**src/csm_consts.svh**
```systemverilog
// What this block does
// Digital source: terminal picks direction
// Serial source: bus bit picks direction
// AND source: reverse only when both set
// OR source: reverse when either set
// Single source setup code selects setup 1-4
// AND source: setup from bitwise AND
// OR source: setup from bitwise OR
// Bus preset references only in native profile
// Profidrive profile allows two bus jog speeds
// Bus jog speeds limited 0 to max frequency
// Profile selector: 0 Profidrive, 1 native, default 1
// Telegram interval limit 1-99 s, default 1
// Interval exceeded means communication lost, react
// Reaction codes 0-5; 1-5 drop relay
// Timer restarts per telegram, one-second tick
`ifndef CSM_CONSTS_SVH
`define CSM_CONSTS_SVH
`define CSM_ADDR_CTRL      8'h00
`define CSM_ADDR_TIMEOUT   8'h04
`define CSM_ADDR_JOG1      8'h08
`define CSM_ADDR_JOG2      8'h0C
`define CSM_ADDR_FMAX      8'h10
`define CSM_ADDR_STATUS    8'h14
`define CSM_ADDR_IRQ_STAT  8'h18
`define CSM_ADDR_IRQ_MASK  8'h1C
`define CSM_CTRL_DIR_LSB   0
`define CSM_CTRL_SETUP_LSB 2
`define CSM_CTRL_PRES_LSB  4
`define CSM_CTRL_PROF_BIT  6
`define CSM_CTRL_REACT_LSB 8
`define CSM_CTRL_RESET     32'h0000_00FF
`define CSM_TIMEOUT_RESET  7'h01
`define CSM_TIMEOUT_MIN    7'h01
`define CSM_TIMEOUT_MAX    7'h63
`define CSM_REACT_MAX      3'h5
`define CSM_CLK_HZ         20000000
`define CSM_TICK_SEC       1
`define CSM_RESP_OKAY      2'h0
`define CSM_RESP_SLVERR    2'h2
`endif

```
**src/csm_pkg.sv**
```systemverilog
package csm_pkg;
	typedef enum logic [1:0] {
		CSM_SRC_DIGITAL = 2'h0,
		CSM_SRC_SERIAL  = 2'h1,
		CSM_SRC_AND     = 2'h2,
		CSM_SRC_OR      = 2'h3
	} csm_src_t;
	typedef enum logic [1:0] {
		CSM_WS_IDLE = 2'b01,
		CSM_WS_RESP = 2'b10
	} csm_wstate_t;
endpackage

```
**src/csm_merge.sv**
```systemverilog
// The implementer's own choices: the AXI4-Lite register port and the register offsets.
`timescale 1ns/1ns
`include "csm_consts.svh"
module csm_merge #(
	parameter int TICK_CYCLES = `CSM_CLK_HZ * `CSM_TICK_SEC,
	parameter int FREQ_W      = 16
) (
	input  wire logic              aclk,
	input  wire logic              aresetn,
	input  wire logic [7:0]        s_axi_awaddr,
	input  wire logic              s_axi_awvalid,
	output logic                   s_axi_awready,
	input  wire logic [31:0]       s_axi_wdata,
	input  wire logic [3:0]        s_axi_wstrb,
	input  wire logic              s_axi_wvalid,
	output logic                   s_axi_wready,
	output logic [1:0]             s_axi_bresp,
	output logic                   s_axi_bvalid,
	input  wire logic              s_axi_bready,
	input  wire logic [7:0]        s_axi_araddr,
	input  wire logic              s_axi_arvalid,
	output logic                   s_axi_arready,
	output logic [31:0]            s_axi_rdata,
	output logic [1:0]             s_axi_rresp,
	output logic                   s_axi_rvalid,
	input  wire logic              s_axi_rready,
	input  wire logic              term_reverse,
	input  wire logic [1:0]        term_setup,
	input  wire logic [1:0]        term_preset,
	input  wire logic              bus_reverse,
	input  wire logic [1:0]        bus_setup,
	input  wire logic [1:0]        bus_preset,
	input  wire logic              bus_jog1_req,
	input  wire logic              bus_jog2_req,
	input  wire logic              telegram_ok,
	output logic                   dir_ccw,
	output logic [1:0]             active_setup,
	output logic [1:0]             preset_sel,
	output logic                   jog_active,
	output logic [FREQ_W-1:0]      jog_freq,
	output logic                   comm_lost,
	output logic [2:0]             timeout_reaction,
	output logic                   relay_on,
	output logic                   irq
);
	logic [31:0]       ctrl_reg;
	logic [6:0]        timeout_reg;
	logic [FREQ_W-1:0] jog1_reg;
	logic [FREQ_W-1:0] jog2_reg;
	logic [FREQ_W-1:0] fmax_reg;
	logic [1:0]        irq_stat_reg;
	logic [1:0]        irq_mask_reg;
	logic [24:0]       tick_cnt_reg;
	logic              tick;
	logic [6:0]        sec_cnt_reg;
	logic              lost_event;
	logic              restore_event;
	csm_pkg::csm_wstate_t wstate_reg;
	logic              aw_have_reg;
	logic              w_have_reg;
	logic [7:0]        awaddr_reg;
	logic [31:0]       wdata_reg;
	logic [3:0]        wstrb_reg;
	logic              wr_fire;
	logic [31:0]       wmask;
	logic [31:0]       ctrl_next;
	logic [31:0]       rd_next;
	logic              rd_err;

	csm_pkg::csm_src_t dir_src;
	csm_pkg::csm_src_t setup_src;
	csm_pkg::csm_src_t pres_src;
	logic              native_prof;
	assign dir_src     = csm_pkg::csm_src_t'(ctrl_reg[`CSM_CTRL_DIR_LSB +: 2]);
	assign setup_src   = csm_pkg::csm_src_t'(ctrl_reg[`CSM_CTRL_SETUP_LSB +: 2]);
	assign pres_src    = csm_pkg::csm_src_t'(ctrl_reg[`CSM_CTRL_PRES_LSB +: 2]);
	assign native_prof = ctrl_reg[`CSM_CTRL_PROF_BIT];

	// Write channel: address and data are captured in either order
	assign wr_fire = (wstate_reg == csm_pkg::CSM_WS_IDLE) && aw_have_reg && w_have_reg;
	always_comb begin
		for (int i = 0; i < 4; i++) begin
			wmask[i*8 +: 8] = {8{wstrb_reg[i]}};
		end
		ctrl_next = (ctrl_reg & ~wmask) | (wdata_reg & wmask);
	end

	always_ff @(posedge aclk) begin
		if (!aresetn) begin
			wstate_reg    <= csm_pkg::CSM_WS_IDLE;
			aw_have_reg   <= 1'b0;
			w_have_reg    <= 1'b0;
			awaddr_reg    <= 8'h00;
			wdata_reg     <= 32'h0000_0000;
			wstrb_reg     <= 4'h0;
			s_axi_awready <= 1'b0;
			s_axi_wready  <= 1'b0;
			s_axi_bvalid  <= 1'b0;
			s_axi_bresp   <= `CSM_RESP_OKAY;
		end else begin
			s_axi_awready <= 1'b0;
			s_axi_wready  <= 1'b0;
			case (wstate_reg)
			csm_pkg::CSM_WS_IDLE: begin
				if (s_axi_awvalid && s_axi_awready) begin
					aw_have_reg <= 1'b1;
					awaddr_reg  <= s_axi_awaddr;
				end else if (!aw_have_reg && s_axi_awvalid) begin
					s_axi_awready <= 1'b1;
				end
				if (s_axi_wvalid && s_axi_wready) begin
					w_have_reg <= 1'b1;
					wdata_reg  <= s_axi_wdata;
					wstrb_reg  <= s_axi_wstrb;
				end else if (!w_have_reg && s_axi_wvalid) begin
					s_axi_wready <= 1'b1;
				end
				if (wr_fire) begin
					aw_have_reg  <= 1'b0;
					w_have_reg   <= 1'b0;
					s_axi_bvalid <= 1'b1;
					s_axi_bresp  <= (awaddr_reg > `CSM_ADDR_IRQ_MASK || awaddr_reg[1:0] != 2'h0
						|| awaddr_reg == `CSM_ADDR_STATUS) ? `CSM_RESP_SLVERR : `CSM_RESP_OKAY;
					wstate_reg   <= csm_pkg::CSM_WS_RESP;
				end
			end
			csm_pkg::CSM_WS_RESP: begin
				if (s_axi_bready) begin
					s_axi_bvalid <= 1'b0;
					wstate_reg   <= csm_pkg::CSM_WS_IDLE;
				end
			end
			default: wstate_reg <= csm_pkg::CSM_WS_IDLE;
			endcase
		end
	end

	// Configuration registers; out-of-range writes are refused and leave the register unchanged
	always_ff @(posedge aclk) begin
		if (!aresetn) begin
			ctrl_reg     <= `CSM_CTRL_RESET;
			timeout_reg  <= `CSM_TIMEOUT_RESET;
			jog1_reg     <= '0;
			jog2_reg     <= '0;
			fmax_reg     <= '1;
			irq_mask_reg <= 2'h0;
		end else if (wr_fire) begin
			case (awaddr_reg)
			`CSM_ADDR_CTRL: begin
				if (ctrl_next[`CSM_CTRL_REACT_LSB +: 3] <= `CSM_REACT_MAX) begin
					ctrl_reg <= ctrl_next & 32'h0000_077F;
				end
			end
			`CSM_ADDR_TIMEOUT: begin
				if (wstrb_reg[0] && wdata_reg[6:0] >= `CSM_TIMEOUT_MIN
					&& wdata_reg[6:0] <= `CSM_TIMEOUT_MAX && wdata_reg[7] == 1'b0) begin
					timeout_reg <= wdata_reg[6:0];
				end
			end
			`CSM_ADDR_JOG1: begin
				if (wdata_reg[FREQ_W-1:0] <= fmax_reg) begin
					jog1_reg <= wdata_reg[FREQ_W-1:0];
				end
			end
			`CSM_ADDR_JOG2: begin
				if (wdata_reg[FREQ_W-1:0] <= fmax_reg) begin
					jog2_reg <= wdata_reg[FREQ_W-1:0];
				end
			end
			`CSM_ADDR_FMAX:     fmax_reg <= wdata_reg[FREQ_W-1:0];
			`CSM_ADDR_IRQ_MASK: irq_mask_reg <= wdata_reg[1:0];
			default: ;
			endcase
		end
	end

	// One-second tick and telegram interval watchdog
	assign tick = (tick_cnt_reg == 25'(TICK_CYCLES - 1));
	always_ff @(posedge aclk) begin
		if (!aresetn || telegram_ok) begin
			tick_cnt_reg <= '0;
		end else if (tick) begin
			tick_cnt_reg <= '0;
		end else begin
			tick_cnt_reg <= tick_cnt_reg + 25'h000_0001;
		end
	end

	assign lost_event    = !comm_lost && tick && (sec_cnt_reg + 7'h01 >= timeout_reg) && !telegram_ok;
	assign restore_event = comm_lost && telegram_ok;
	always_ff @(posedge aclk) begin
		if (!aresetn) begin
			sec_cnt_reg <= 7'h00;
			comm_lost   <= 1'b0;
		end else if (telegram_ok) begin
			sec_cnt_reg <= 7'h00;
			comm_lost   <= 1'b0;
		end else if (lost_event) begin
			comm_lost   <= 1'b1;
		end else if (tick && !comm_lost) begin
			sec_cnt_reg <= sec_cnt_reg + 7'h01;
		end
	end

	// Merged command outputs
	always_ff @(posedge aclk) begin
		if (!aresetn) begin
			dir_ccw          <= 1'b0;
			active_setup     <= 2'h0;
			preset_sel       <= 2'h0;
			jog_active       <= 1'b0;
			jog_freq         <= '0;
			timeout_reaction <= 3'h0;
			relay_on         <= 1'b1;
		end else begin
			case (dir_src)
			csm_pkg::CSM_SRC_DIGITAL: dir_ccw <= term_reverse;
			csm_pkg::CSM_SRC_SERIAL:  dir_ccw <= bus_reverse;
			csm_pkg::CSM_SRC_AND:     dir_ccw <= term_reverse & bus_reverse;
			csm_pkg::CSM_SRC_OR:      dir_ccw <= term_reverse | bus_reverse;
			default:                  dir_ccw <= term_reverse;
			endcase
			case (setup_src)
			csm_pkg::CSM_SRC_DIGITAL: active_setup <= term_setup;
			csm_pkg::CSM_SRC_SERIAL:  active_setup <= bus_setup;
			csm_pkg::CSM_SRC_AND:     active_setup <= term_setup & bus_setup;
			csm_pkg::CSM_SRC_OR:      active_setup <= term_setup | bus_setup;
			default:                  active_setup <= term_setup;
			endcase
			// Bus preset bits count as zero unless the native profile is chosen
			case (pres_src)
			csm_pkg::CSM_SRC_DIGITAL: preset_sel <= term_preset;
			csm_pkg::CSM_SRC_SERIAL:  preset_sel <= bus_preset & {2{native_prof}};
			csm_pkg::CSM_SRC_AND:     preset_sel <= term_preset & bus_preset & {2{native_prof}};
			csm_pkg::CSM_SRC_OR:      preset_sel <= term_preset | (bus_preset & {2{native_prof}});
			default:                  preset_sel <= term_preset;
			endcase
			jog_active <= !native_prof && (bus_jog1_req || bus_jog2_req);
			jog_freq   <= native_prof ? '0 : bus_jog1_req ? jog1_reg : bus_jog2_req ? jog2_reg : '0;
			timeout_reaction <= comm_lost ? ctrl_reg[`CSM_CTRL_REACT_LSB +: 3] : 3'h0;
			relay_on <= !(comm_lost && ctrl_reg[`CSM_CTRL_REACT_LSB +: 3] != 3'h0);
		end
	end

	// Interrupts: bit0 link lost, bit1 link restored; set wins over clear
	always_ff @(posedge aclk) begin
		if (!aresetn) begin
			irq_stat_reg <= 2'h0;
			irq          <= 1'b0;
		end else begin
			irq_stat_reg <= (irq_stat_reg & ~((wr_fire && awaddr_reg == `CSM_ADDR_IRQ_STAT)
				? wdata_reg[1:0] : 2'h0)) | {restore_event, lost_event};
			irq          <= |(irq_stat_reg & irq_mask_reg);
		end
	end

	// Read channel
	always_comb begin
		rd_err  = 1'b0;
		case (s_axi_araddr)
		`CSM_ADDR_CTRL:     rd_next = ctrl_reg;
		`CSM_ADDR_TIMEOUT:  rd_next = {25'h0, timeout_reg};
		`CSM_ADDR_JOG1:     rd_next = 32'(jog1_reg);
		`CSM_ADDR_JOG2:     rd_next = 32'(jog2_reg);
		`CSM_ADDR_FMAX:     rd_next = 32'(fmax_reg);
		`CSM_ADDR_STATUS:   rd_next = {21'h0, sec_cnt_reg, relay_on, dir_ccw, active_setup[0], comm_lost};
		`CSM_ADDR_IRQ_STAT: rd_next = {30'h0, irq_stat_reg};
		`CSM_ADDR_IRQ_MASK: rd_next = {30'h0, irq_mask_reg};
		default: begin
			rd_next = 32'h0000_0000;
			rd_err  = 1'b1;
		end
		endcase
	end

	always_ff @(posedge aclk) begin
		if (!aresetn) begin
			s_axi_arready <= 1'b0;
			s_axi_rvalid  <= 1'b0;
			s_axi_rdata   <= 32'h0000_0000;
			s_axi_rresp   <= `CSM_RESP_OKAY;
		end else begin
			s_axi_arready <= 1'b0;
			if (s_axi_rvalid) begin
				if (s_axi_rready) begin
					s_axi_rvalid <= 1'b0;
				end
			end else if (s_axi_arvalid && s_axi_arready) begin
				s_axi_rvalid <= 1'b1;
				s_axi_rdata  <= rd_next;
				s_axi_rresp  <= rd_err ? `CSM_RESP_SLVERR : `CSM_RESP_OKAY;
			end else if (s_axi_arvalid) begin
				s_axi_arready <= 1'b1;
			end
		end
	end

	AST_DIR_AND: assert property (@(posedge aclk) disable iff (!aresetn)
		dir_src == csm_pkg::CSM_SRC_AND && $stable(dir_src) |=> dir_ccw == ($past(term_reverse) & $past(bus_reverse)))
		else $error("AND direction wrong");
	AST_DIR_OR: assert property (@(posedge aclk) disable iff (!aresetn)
		dir_src == csm_pkg::CSM_SRC_OR |=> dir_ccw == ($past(term_reverse) | $past(bus_reverse)))
		else $error("OR direction wrong");
	AST_DIR_DIG: assert property (@(posedge aclk) disable iff (!aresetn)
		dir_src == csm_pkg::CSM_SRC_DIGITAL |=> dir_ccw == $past(term_reverse))
		else $error("Digital direction wrong");
	AST_DIR_SER: assert property (@(posedge aclk) disable iff (!aresetn)
		dir_src == csm_pkg::CSM_SRC_SERIAL |=> dir_ccw == $past(bus_reverse))
		else $error("Serial direction wrong");
	AST_SETUP_AND: assert property (@(posedge aclk) disable iff (!aresetn)
		setup_src == csm_pkg::CSM_SRC_AND |=> active_setup == ($past(term_setup) & $past(bus_setup)))
		else $error("AND setup wrong");
	AST_SETUP_OR: assert property (@(posedge aclk) disable iff (!aresetn)
		setup_src == csm_pkg::CSM_SRC_OR |=> active_setup == ($past(term_setup) | $past(bus_setup)))
		else $error("OR setup wrong");
	AST_SETUP_ONE: assert property (@(posedge aclk) disable iff (!aresetn)
		setup_src == csm_pkg::CSM_SRC_SERIAL |=> active_setup == $past(bus_setup))
		else $error("Serial setup wrong");
	AST_PRESET_GATE: assert property (@(posedge aclk) disable iff (!aresetn)
		pres_src == csm_pkg::CSM_SRC_SERIAL && !native_prof |=> preset_sel == 2'h0)
		else $error("Bus preset honoured in Profidrive");
	AST_JOG_GATE: assert property (@(posedge aclk) disable iff (!aresetn)
		native_prof |=> !jog_active)
		else $error("Bus jog active in native profile");
	// Checked at the write: lowering the limit later does not clamp a stored jog speed
	AST_JOG_RANGE: assert property (@(posedge aclk) disable iff (!aresetn)
		wr_fire && awaddr_reg == `CSM_ADDR_JOG1 && wdata_reg[FREQ_W-1:0] > fmax_reg
		|=> $stable(jog1_reg))
		else $error("Jog speed above limit accepted");
	AST_TIMEOUT_RANGE: assert property (@(posedge aclk) disable iff (!aresetn)
		timeout_reg >= `CSM_TIMEOUT_MIN && timeout_reg <= `CSM_TIMEOUT_MAX)
		else $error("Interval out of range");
	AST_LOST_RESTART: assert property (@(posedge aclk) disable iff (!aresetn)
		telegram_ok |=> !comm_lost && sec_cnt_reg == 7'h00)
		else $error("Telegram did not restart timer");
	AST_LOST_SET: assert property (@(posedge aclk) disable iff (!aresetn)
		lost_event |=> comm_lost ##1 (timeout_reaction == $past(ctrl_reg[10:8]) || $past(telegram_ok)))
		else $error("Loss not flagged");
	AST_RELAY: assert property (@(posedge aclk) disable iff (!aresetn)
		comm_lost && ctrl_reg[10:8] != 3'h0 |=> !relay_on)
		else $error("Relay kept on after timeout");
endmodule // csm_merge

```
**config.mk**
```make
export PLATFORM = sky130hd
export DESIGN_NAME = csm_merge
export DESIGN_NICKNAME = d
export VERILOG_FILES = /design/src/csm_pkg.sv /design/src/csm_merge.sv
export VERILOG_INCLUDE_DIRS = /design/src
export SDC_FILE = /design/constraint.sdc
export NUM_CORES = 1
export LEC_CHECK = 0
export ABC_AREA = 1
export BUFFER_PORTS_ARGS = -buffer_cell sky130_fd_sc_hd__buf_2
export CORE_AREA = 2 2 190 192
export DETAILED_ROUTE_END_ITERATION = 16
export DIE_AREA = 0 0 192 194
export SETUP_SLACK_MARGIN = 0.5
export SLEW_MARGIN = 20
export SYNTH_ARGS = -nofsm -noshare
export SYNTH_HDL_FRONTEND = slang
export SYNTH_SLANG_ARGS = --single-unit
```
**constraint.sdc**
```tcl
create_clock -name aclk -period 3.2 [get_ports aclk]
set_clock_uncertainty 0.1 [all_clocks]
set_input_delay 0.32 -clock aclk [delete_from_list [all_inputs] [get_ports aclk]]
set_output_delay 0.32 -clock aclk [all_outputs]
set_load 0.005 [all_outputs]
```
==> metrics.log, run 1 <==
[metrics] initial antenna violation count: 0
[metrics] Peak supply drop: 0.3754 mV
[metrics] average cell area after synthesis: 7.343 um^2
[metrics] CTS max path bufs: 2
[metrics] detailed-route wire length: 25290 um
[metrics] CORE AREA: about 35000 um^2
[metrics] total number of yosys warnings: 0
[metrics] Vias: 7754
[metrics] GRT overflow: 0
[metrics] post-synth top area cell: dfxtp_1
[metrics] number of global-route vias before repair: 7355
[metrics] wire length per cell after detailed routing: 14.39 um
[metrics] I/O Buffers: 104
[metrics] DRC errors left: 0
[metrics] post-synthesis cell type count: 44
[metrics] arrival time worst endpoint: between 2 and 3 ns
[metrics] overall track demand over capacity in global routing: 13.87%
[metrics] DIE HEIGHT: 194 um
[metrics] level count of the clock H-tree: 4
[metrics] Antenna Cells: 0
[metrics] commonest non-fill, non-tap cell in the layout: nand2_1
[metrics] Sink Count: 183
[metrics] crit path time final: 2.406 ns
[metrics] router iterations before antenna repair: 5
[metrics] DIE AREA: 37250 um^2
[metrics] Antenna Nets Post-Route: 0
[metrics] cell leakage power: 4.833 nW
[metrics] I/O Pins: 141
[metrics] total setup buffers inserted after CTS: 0
[metrics] Max Fclk: 0.4156 GHz
[metrics] final clock period utilization by the worst path: between 70% and 80%
[metrics] synthesized cell area: 8716 um^2
[metrics] Chip Width: 192 um
[metrics] weighted congestion at the end of routability-driven global placement: 0.8554
[metrics] leading cell types by total area after synthesis: dfxtp_1 42%, nand2_1 9.6%, nor2_1 7.9%, inv_1 6.0%, o21ai_0 4.1%
[metrics] Hold Crit Class: primary input to register
[metrics] count of flip-flops with a built-in enable after synthesis: 0
[metrics] hold violation count in the final report: 0
[metrics] initial core utilization: 24.74%
[metrics] relative slew slack: a little over a third
[metrics] fraction of layout instances using a drive strength above 1: 16.59%
[metrics] proportion of synthesized flip-flops having asynchronous set or reset: 0%
[metrics] kind of end point of the critical path: register
[metrics] mean number of vias per cell: 4.413
[metrics] largest net degree at the start of global routing: 74
[metrics] crit start category: register
[metrics] Net count, final: 1380
[metrics] Critical R2R Launch: sec_cnt_reg[0]
[metrics] FF-to-FF End: sec_cnt_reg[4]
[metrics] CTS root buf: clkbuf_16
[metrics] number of buffers added by the clock tree synthesis step: 17
[metrics] max-cap violations: 0
[metrics] number of DRC markers in iteration 0: ~520
[metrics] Worst-Skew Late Latency: approximately 0.45 ns
[metrics] worst min-delay path startpoint: term_preset[0]
[metrics] hold path endpoint: preset_sel[0]
[metrics] Syn Inst Count: 1187
[metrics] ratio of total power to cell area: 465.0 nW/um^2
[metrics] slack of the worst reg-to-reg path: 0.79 ns
[metrics] max FFs per register: 25
[metrics] path depth of the worst reg2reg path: 15
[metrics] synthesis-stage register bit count: 183
[metrics] clock tree from TritonCTS: yes
[metrics] HPWL Detailed: 18820 um
[metrics] outcome: completed
[metrics] Req. time, crit path: 3.46 ns
[metrics] most frequent cells in the layout: 224 x nand2_1, 182 x nor2_1, 181 x dfxtp_1, 139 x inv_1, 103 x buf_2
[metrics] unrepaired setup endpoints after global routing: no
[metrics] post-synthesis sequential area ratio: 42.03%
[metrics] Layout area overhead: 17.59%
[metrics] predominant post-synthesis flop cell: dfxtp_1
[metrics] Worst-Margin Slew: 0.9671 ns
[metrics] Synth top area share: 42.03%
[metrics] Hold Path Cell Cnt: 3
[metrics] max-slew violation total from the final report: 0
[metrics] final setup violating endpoints: 0
[metrics] maximum fanout along the worst path: 8
[metrics] global-route wire length before repair: 39920 um
[metrics] Placement Setup Slack: 0.6802 ns
[metrics] clk slew on worst S/H paths: roughly 0.080 ns
[metrics] start-to-end type of the worst setup path: register to register
[metrics] Rows: slightly below 70
[metrics] total negative setup slack: 0 ns
[metrics] Final WS setup: 0.7937 ns
[layout make-up]
class                      count  area, um^2
multi-input combinational    810        4173
inverter                     151       571.8
sequential                   183        3669
timing repair buffer         120       653.1
clock inverter                15       180.2
clock buffer                  17       425.4
fill                        3885       24980
tap                          461       576.8
[how the worst max path moves through the flow]
stage / cells past startpoint / endpoint / start / slack (ns)
floorplan: 15 / sec_cnt_reg[6] / sec_cnt_reg[0] / 0.94
CTS: 15 / sec_cnt_reg[2] / sec_cnt_reg[0] / 0.64
detailed placement: 15 / sec_cnt_reg[2] / sec_cnt_reg[0] / 0.68
global placement: 15 / sec_cnt_reg[6] / sec_cnt_reg[0] / 0.70
global route: 15 / sec_cnt_reg[4] / sec_cnt_reg[0] / 0.50
finish: 15 / sec_cnt_reg[4] / sec_cnt_reg[0] / 0.79
[critical path: stages, from the launching register on]
cell and delay, ns:
dfxtp_4 0.39, ha_2 0.19, nand3_1 0.11, nor2_1 0.11, nand2_1 0.07, xnor2_1 0.14, ha_1 0.30, nand2_1 0.07
nor2_2 0.12, nand4_1 0.08, nand3_1 0.11, nand2_1 0.09, nand2_4 0.13, clkinv_4 0.10, o21ai_0 0.15, nor2_1 0.05
[report_power, final]
part           internal [mW]  switching, mW
logic                 0.0813          0.157
clock network           1.12           1.07
registers               2.30         0.0358
total                   3.51           1.26
[logic make-up after synthesis]
kind of cell | Yosys count | synth area share (%)
AND/OR/NAND/NOR | 542 | 27.39
buffers and inverters | 211 | 10.92
AO/OA/AOI/OAI | 210 | 14.51
flip-flops | 183 | 42.03
adder cells (fa/ha/maj) | 25 | 3.589
XOR/XNOR | 15 | 1.507
other | 1 | 0.04303
[routing by layer]
metal  track usage [%]  vias to the layer above  routed length (um)
met4             4.750                        0                 527
li1                  -                     3993                   -
met2             20.90                      234               10990
met1             19.45                     3500               12130
met3             3.041                       27                1648
met5                 0                        -                   0
[cells in the mapped netlist, drive strengths merged (3+ instances only)]
cell	count
dfxtp	183
nor3b	5
a21oi	70
nand3	64
inv	149
xor2	12
xnor2	3
nor4	4
o211ai	27
o21a	4
ha	25
o21ai	81
nor2	190
nor3	25
nand2	236
a211oi	20
clkbuf	13
o22ai	4
nand4	14
buf	47
[timing repair]
action,4_1_cts,5_1_grt
hold buffers,4,0
setup endpoints to repair,0,7
endpoints found under the hold margin,4,0
gates resized for setup,0,10
[stage by stage]
stage	power, mW	hold slack [ns]	cells	util (%)	cell area (um^2)
floorplan	2.543	0.3175	1204	-	8780
global placement	2.623	0.3201	1721	27.22	9589
detailed placement	2.628	0.3377	1721	27.22	9589
CTS	4.822	0.002095	1757	29.06	10230
global route	4.938	0.01343	1757	29.10	10250
finish	4.765	0.02343	1757	29.10	10250
Note: power is estimated with default switching activity, not from simulation.
==> run 2: changes to the inputs <==
clock period = 2.2 ns   (was 3.2 ns; I/O delays follow)
==> run 2 against run 1 <==
The flow now finishes with violations (setup timing). First-iteration DRC count grew 2.5%. Total power grew 47%. Cell count grew 5.9%. Sequential share of layout area shrank 5.7 points. Worst setup slack lost 0.91 ns. Die area is the same. Sequential power grew 45%. Core utilization grew 5.8 points. Register-to-register slack lost 0.91 ns. Global-route usage grew 1.1 points. Critical path type unchanged.
==> metrics.log, run 2 (same netlist as run 1, synthesis figures left out) <==
[metrics] number of DRC markers in iteration 0: 532 (+2.5%)
[metrics] CORE AREA: 35220 um^2 (unchanged)
[metrics] number of buffers added by the clock tree synthesis step: 17 (unchanged)
[metrics] net switching fraction of the power: 27.45% (+1.0 points)
[metrics] router iterations before antenna repair: 5 (unchanged)
[metrics] I/O Buffers: 104 (unchanged)
[metrics] mean number of vias per cell: 4.581 (+3.8%)
[metrics] most frequent cells in the layout: 197 x nand2_1, 159 x dfxtp_1, 133 x nor2_1, 125 x inv_1, 104 x buf_2
[metrics] switching component of the power: 1.925 mW (+53%)
[metrics] Hold Crit Class: primary input to register
[metrics] Placed Cells incl. Taps: 1750 (+1.7%)
[metrics] GRT overflow: 0 (unchanged)
[metrics] area post-placement: 9867 um^2 (+2.9%)
[metrics] number of global-route vias before repair: 7937 (+7.9%)
[metrics] DRC errors left: 0 (unchanged)
[metrics] total negative setup slack: -0.6067 ns (-0.6067 ns)
[metrics] cell-internal power: 5.088 mW (+45%)
[metrics] Chip Width: 192 um (unchanged)
[metrics] post-layout instance count excluding filler cells: 1860 (+5.9%)
[metrics] max-slew violation total from the final report: 0 (unchanged)
[metrics] Worst-Skew Late Latency: 0.45 ns (about the same)
[metrics] launch point of the worst path: sec_cnt_reg[0]
[metrics] final clock period utilization by the worst path: 105.2% (+30 points)
[metrics] Rows: 69 (unchanged)
[metrics] HPWL Detailed: 19400 um (+3.1%)
[metrics] Critical R2R Launch: sec_cnt_reg[0]
[metrics] clock tree from TritonCTS: yes
[metrics] sequential fraction of design power: 48.4% (-0.7 points)
[metrics] CTS max path bufs: 2 (unchanged)
[metrics] Vias: 8520 (+9.9%)
[metrics] Max Fclk: 0.4321 GHz (+4.0%)
[metrics] kind of end point of the critical path: register
[metrics] commonest non-fill, non-tap cell in the layout: nand2_1
[metrics] detailed-route wire length: 28530 um (+13%)
[metrics] hold slack final: 0.01754 ns (-0.005888 ns)
[metrics] Layout area overhead: 41.01%
[metrics] maximum fanout along the worst path: 4 (-4)
[metrics] post-layout total power: 7.013 mW (+47%)
[metrics] overall track demand over capacity in global routing: 14.99% (+1.1 points)
[metrics] Worst-Margin Slew: 0.8311 ns (-0.1360 ns)
[metrics] weighted congestion at the end of routability-driven global placement: 0.8599 (+0.53%)
[metrics] DIE AREA: 37250 um^2 (unchanged)
[metrics] wire length per cell after detailed routing: 15.34 um (+6.6%)
[metrics] CTS root buf: clkbuf_16
[metrics] Antenna Nets Post-Route: 0 (unchanged)
[metrics] ratio of total power to cell area: 570.6 nW/um^2 (+23%)
[metrics] core utilization of the finished layout: 34.89% (+5.8 points)
[metrics] finished layout cell area: 12290 um^2 (+20%)
[metrics] initial core utilization: 24.74% (unchanged)
[metrics] Req. time, crit path: 2.45 ns (-1.01 ns)
[metrics] hold violation count in the final report: 0 (unchanged)
[metrics] Net count, final: 1483 (+7.5%)
[metrics] Antenna Cells: 0 (unchanged)
[metrics] global-route wire length before repair: 43260 um (+8.4%)
[metrics] Placement Setup Slack: -0.1428 ns (-0.8230 ns)
[metrics] final setup violating endpoints: 7 (+7)
[metrics] fill cell instance count of the final layout: 3682 (-5.2%)
[metrics] largest net degree at the start of global routing: 102 (+38%)
[metrics] max FFs per register: 25 (unchanged)
[metrics] cell leakage power: 5.498 nW (+14%)
[metrics] level count of the clock H-tree: 4 (unchanged)
[metrics] crit start category: register
[metrics] worst min-delay path startpoint: bus_setup[0]
[metrics] clk slew on worst S/H paths: 0.08 ns (about the same)
[metrics] crit path time final: 2.314 ns (-0.09185 ns)
[metrics] arrival time worst endpoint: 2.57 ns (-0.09 ns)
[metrics] Final WS setup: -0.1145 ns (-0.9082 ns)
[metrics] relative slew slack: 44.53% (+9.2 points)
[metrics] I/O Pins: 141 (unchanged)
[metrics] DIE HEIGHT: 194 um (unchanged)
[metrics] start-to-end type of the worst setup path: register to register
[metrics] Sink Count: 183 (unchanged)
[metrics] logic gate share of total power: 7.6% (+2.6 points)
[metrics] Peak supply drop: 0.5402 mV (+44%)
[metrics] violations in the final reports: setup timing
[metrics] outcome: finished with violations
[metrics] max-cap violations: 0 (unchanged)
[metrics] unrepaired setup endpoints after global routing: yes
[metrics] fraction of layout instances using a drive strength above 1: 32.38% (+16 points)
[metrics] clock share of power: 44.1% (-1.8 points)
[metrics] initial antenna violation count: 0 (unchanged)
[run 2: cell count changes in the layout (fill, tap and decap cells not counted), sizes merged]
cell / before / now
buf: 116 / 186
dlygate4sd3: 4 / 33
clkbuf: 17 / 19
clkinv: 8 / 6
clkinvlp: 1 / 3
nand2: 236 / 238
bufinv: 1 / 0
nand3: 64 / 65
[run 2: critical path: stages (launching register included)]
cell and delay, ns:
dfxtp_4 0.37, ha_4 0.15, nand3_4 0.08, nor2_1 0.09, nand2_1 0.09, xnor2_2 0.16
ha_1 0.33, a21oi_1 0.14, o21a_1 0.14, nand3_2 0.09, nand2_2 0.08, nand2_4 0.09
buf_12 0.14, nor2_1 0.09, nor2_1 0.05
[run 2: routing by layer]
| layer | share of wire (%) | wire (um) | vias to the layer above | GRT usage [%] |
|---|---|---|---|---|
| met5 | 0 | 0 | - | 0 |
| met4 | 2.6 | 748 | 0 | 5.541 |
| met3 | 4.9 | 1405 | 45 | 2.443 |
| met2 | 46 | 13220 | 270 | 23.76 |
| met1 | 46 | 13160 | 3990 | 20.39 |
| li1 | - | - | 4215 | - |
[run 2: area by class of cell]
type / instances / area [um^2] / area share, %
Inverter: 151 / 593.1 / 4.825
Multi-Input combinational cell: 813 / 5090 / 41.41
Timing Repair Buffer: 220 / 1743 / 14.18
Tap cell: 461 / 576.8 / 4.693
Sequential cell: 183 / 3704 / 30.13
Clock inverter: 14 / 155.1 / 1.262
Clock buffer: 18 / 429.2 / 3.492
[run 2: path summary, 6_finish.rpt]
check / to / slack (ns) / depth (start not counted)
hold reg to reg: s_axi_arready / 0.33 / 1
setup reg to reg: sec_cnt_reg[6] / -0.11 / 14
hold / removal: active_setup[0] / 0.02 / 3
setup / recovery: sec_cnt_reg[6] / -0.11 / 14
[run 2: what timing repair did]
item | 4_1_cts | 5_1_grt
cloned | 7 | 3
setup buffers | 13 | 22
resized for setup | 164 | 104
hold endpoints to repair | 33 | 0
hold buffers | 33 | 0
setup endpoints to repair | 97 | 104
pin swaps | 56 | 51
[run 2: power by group through the flow]
stage / Clock [mW] / Sequential, mW / Combinational, mW
3_5_place_dp: 0 / 3.46 / 0.389
2_1_floorplan: 0 / 3.46 / 0.239
4_1_cts: 3.16 / 3.39 / 0.476
6_report: 3.09 / 3.39 / 0.531
3_3_place_gp: 0 / 3.46 / 0.383
5_1_grt: 3.29 / 3.40 / 0.581
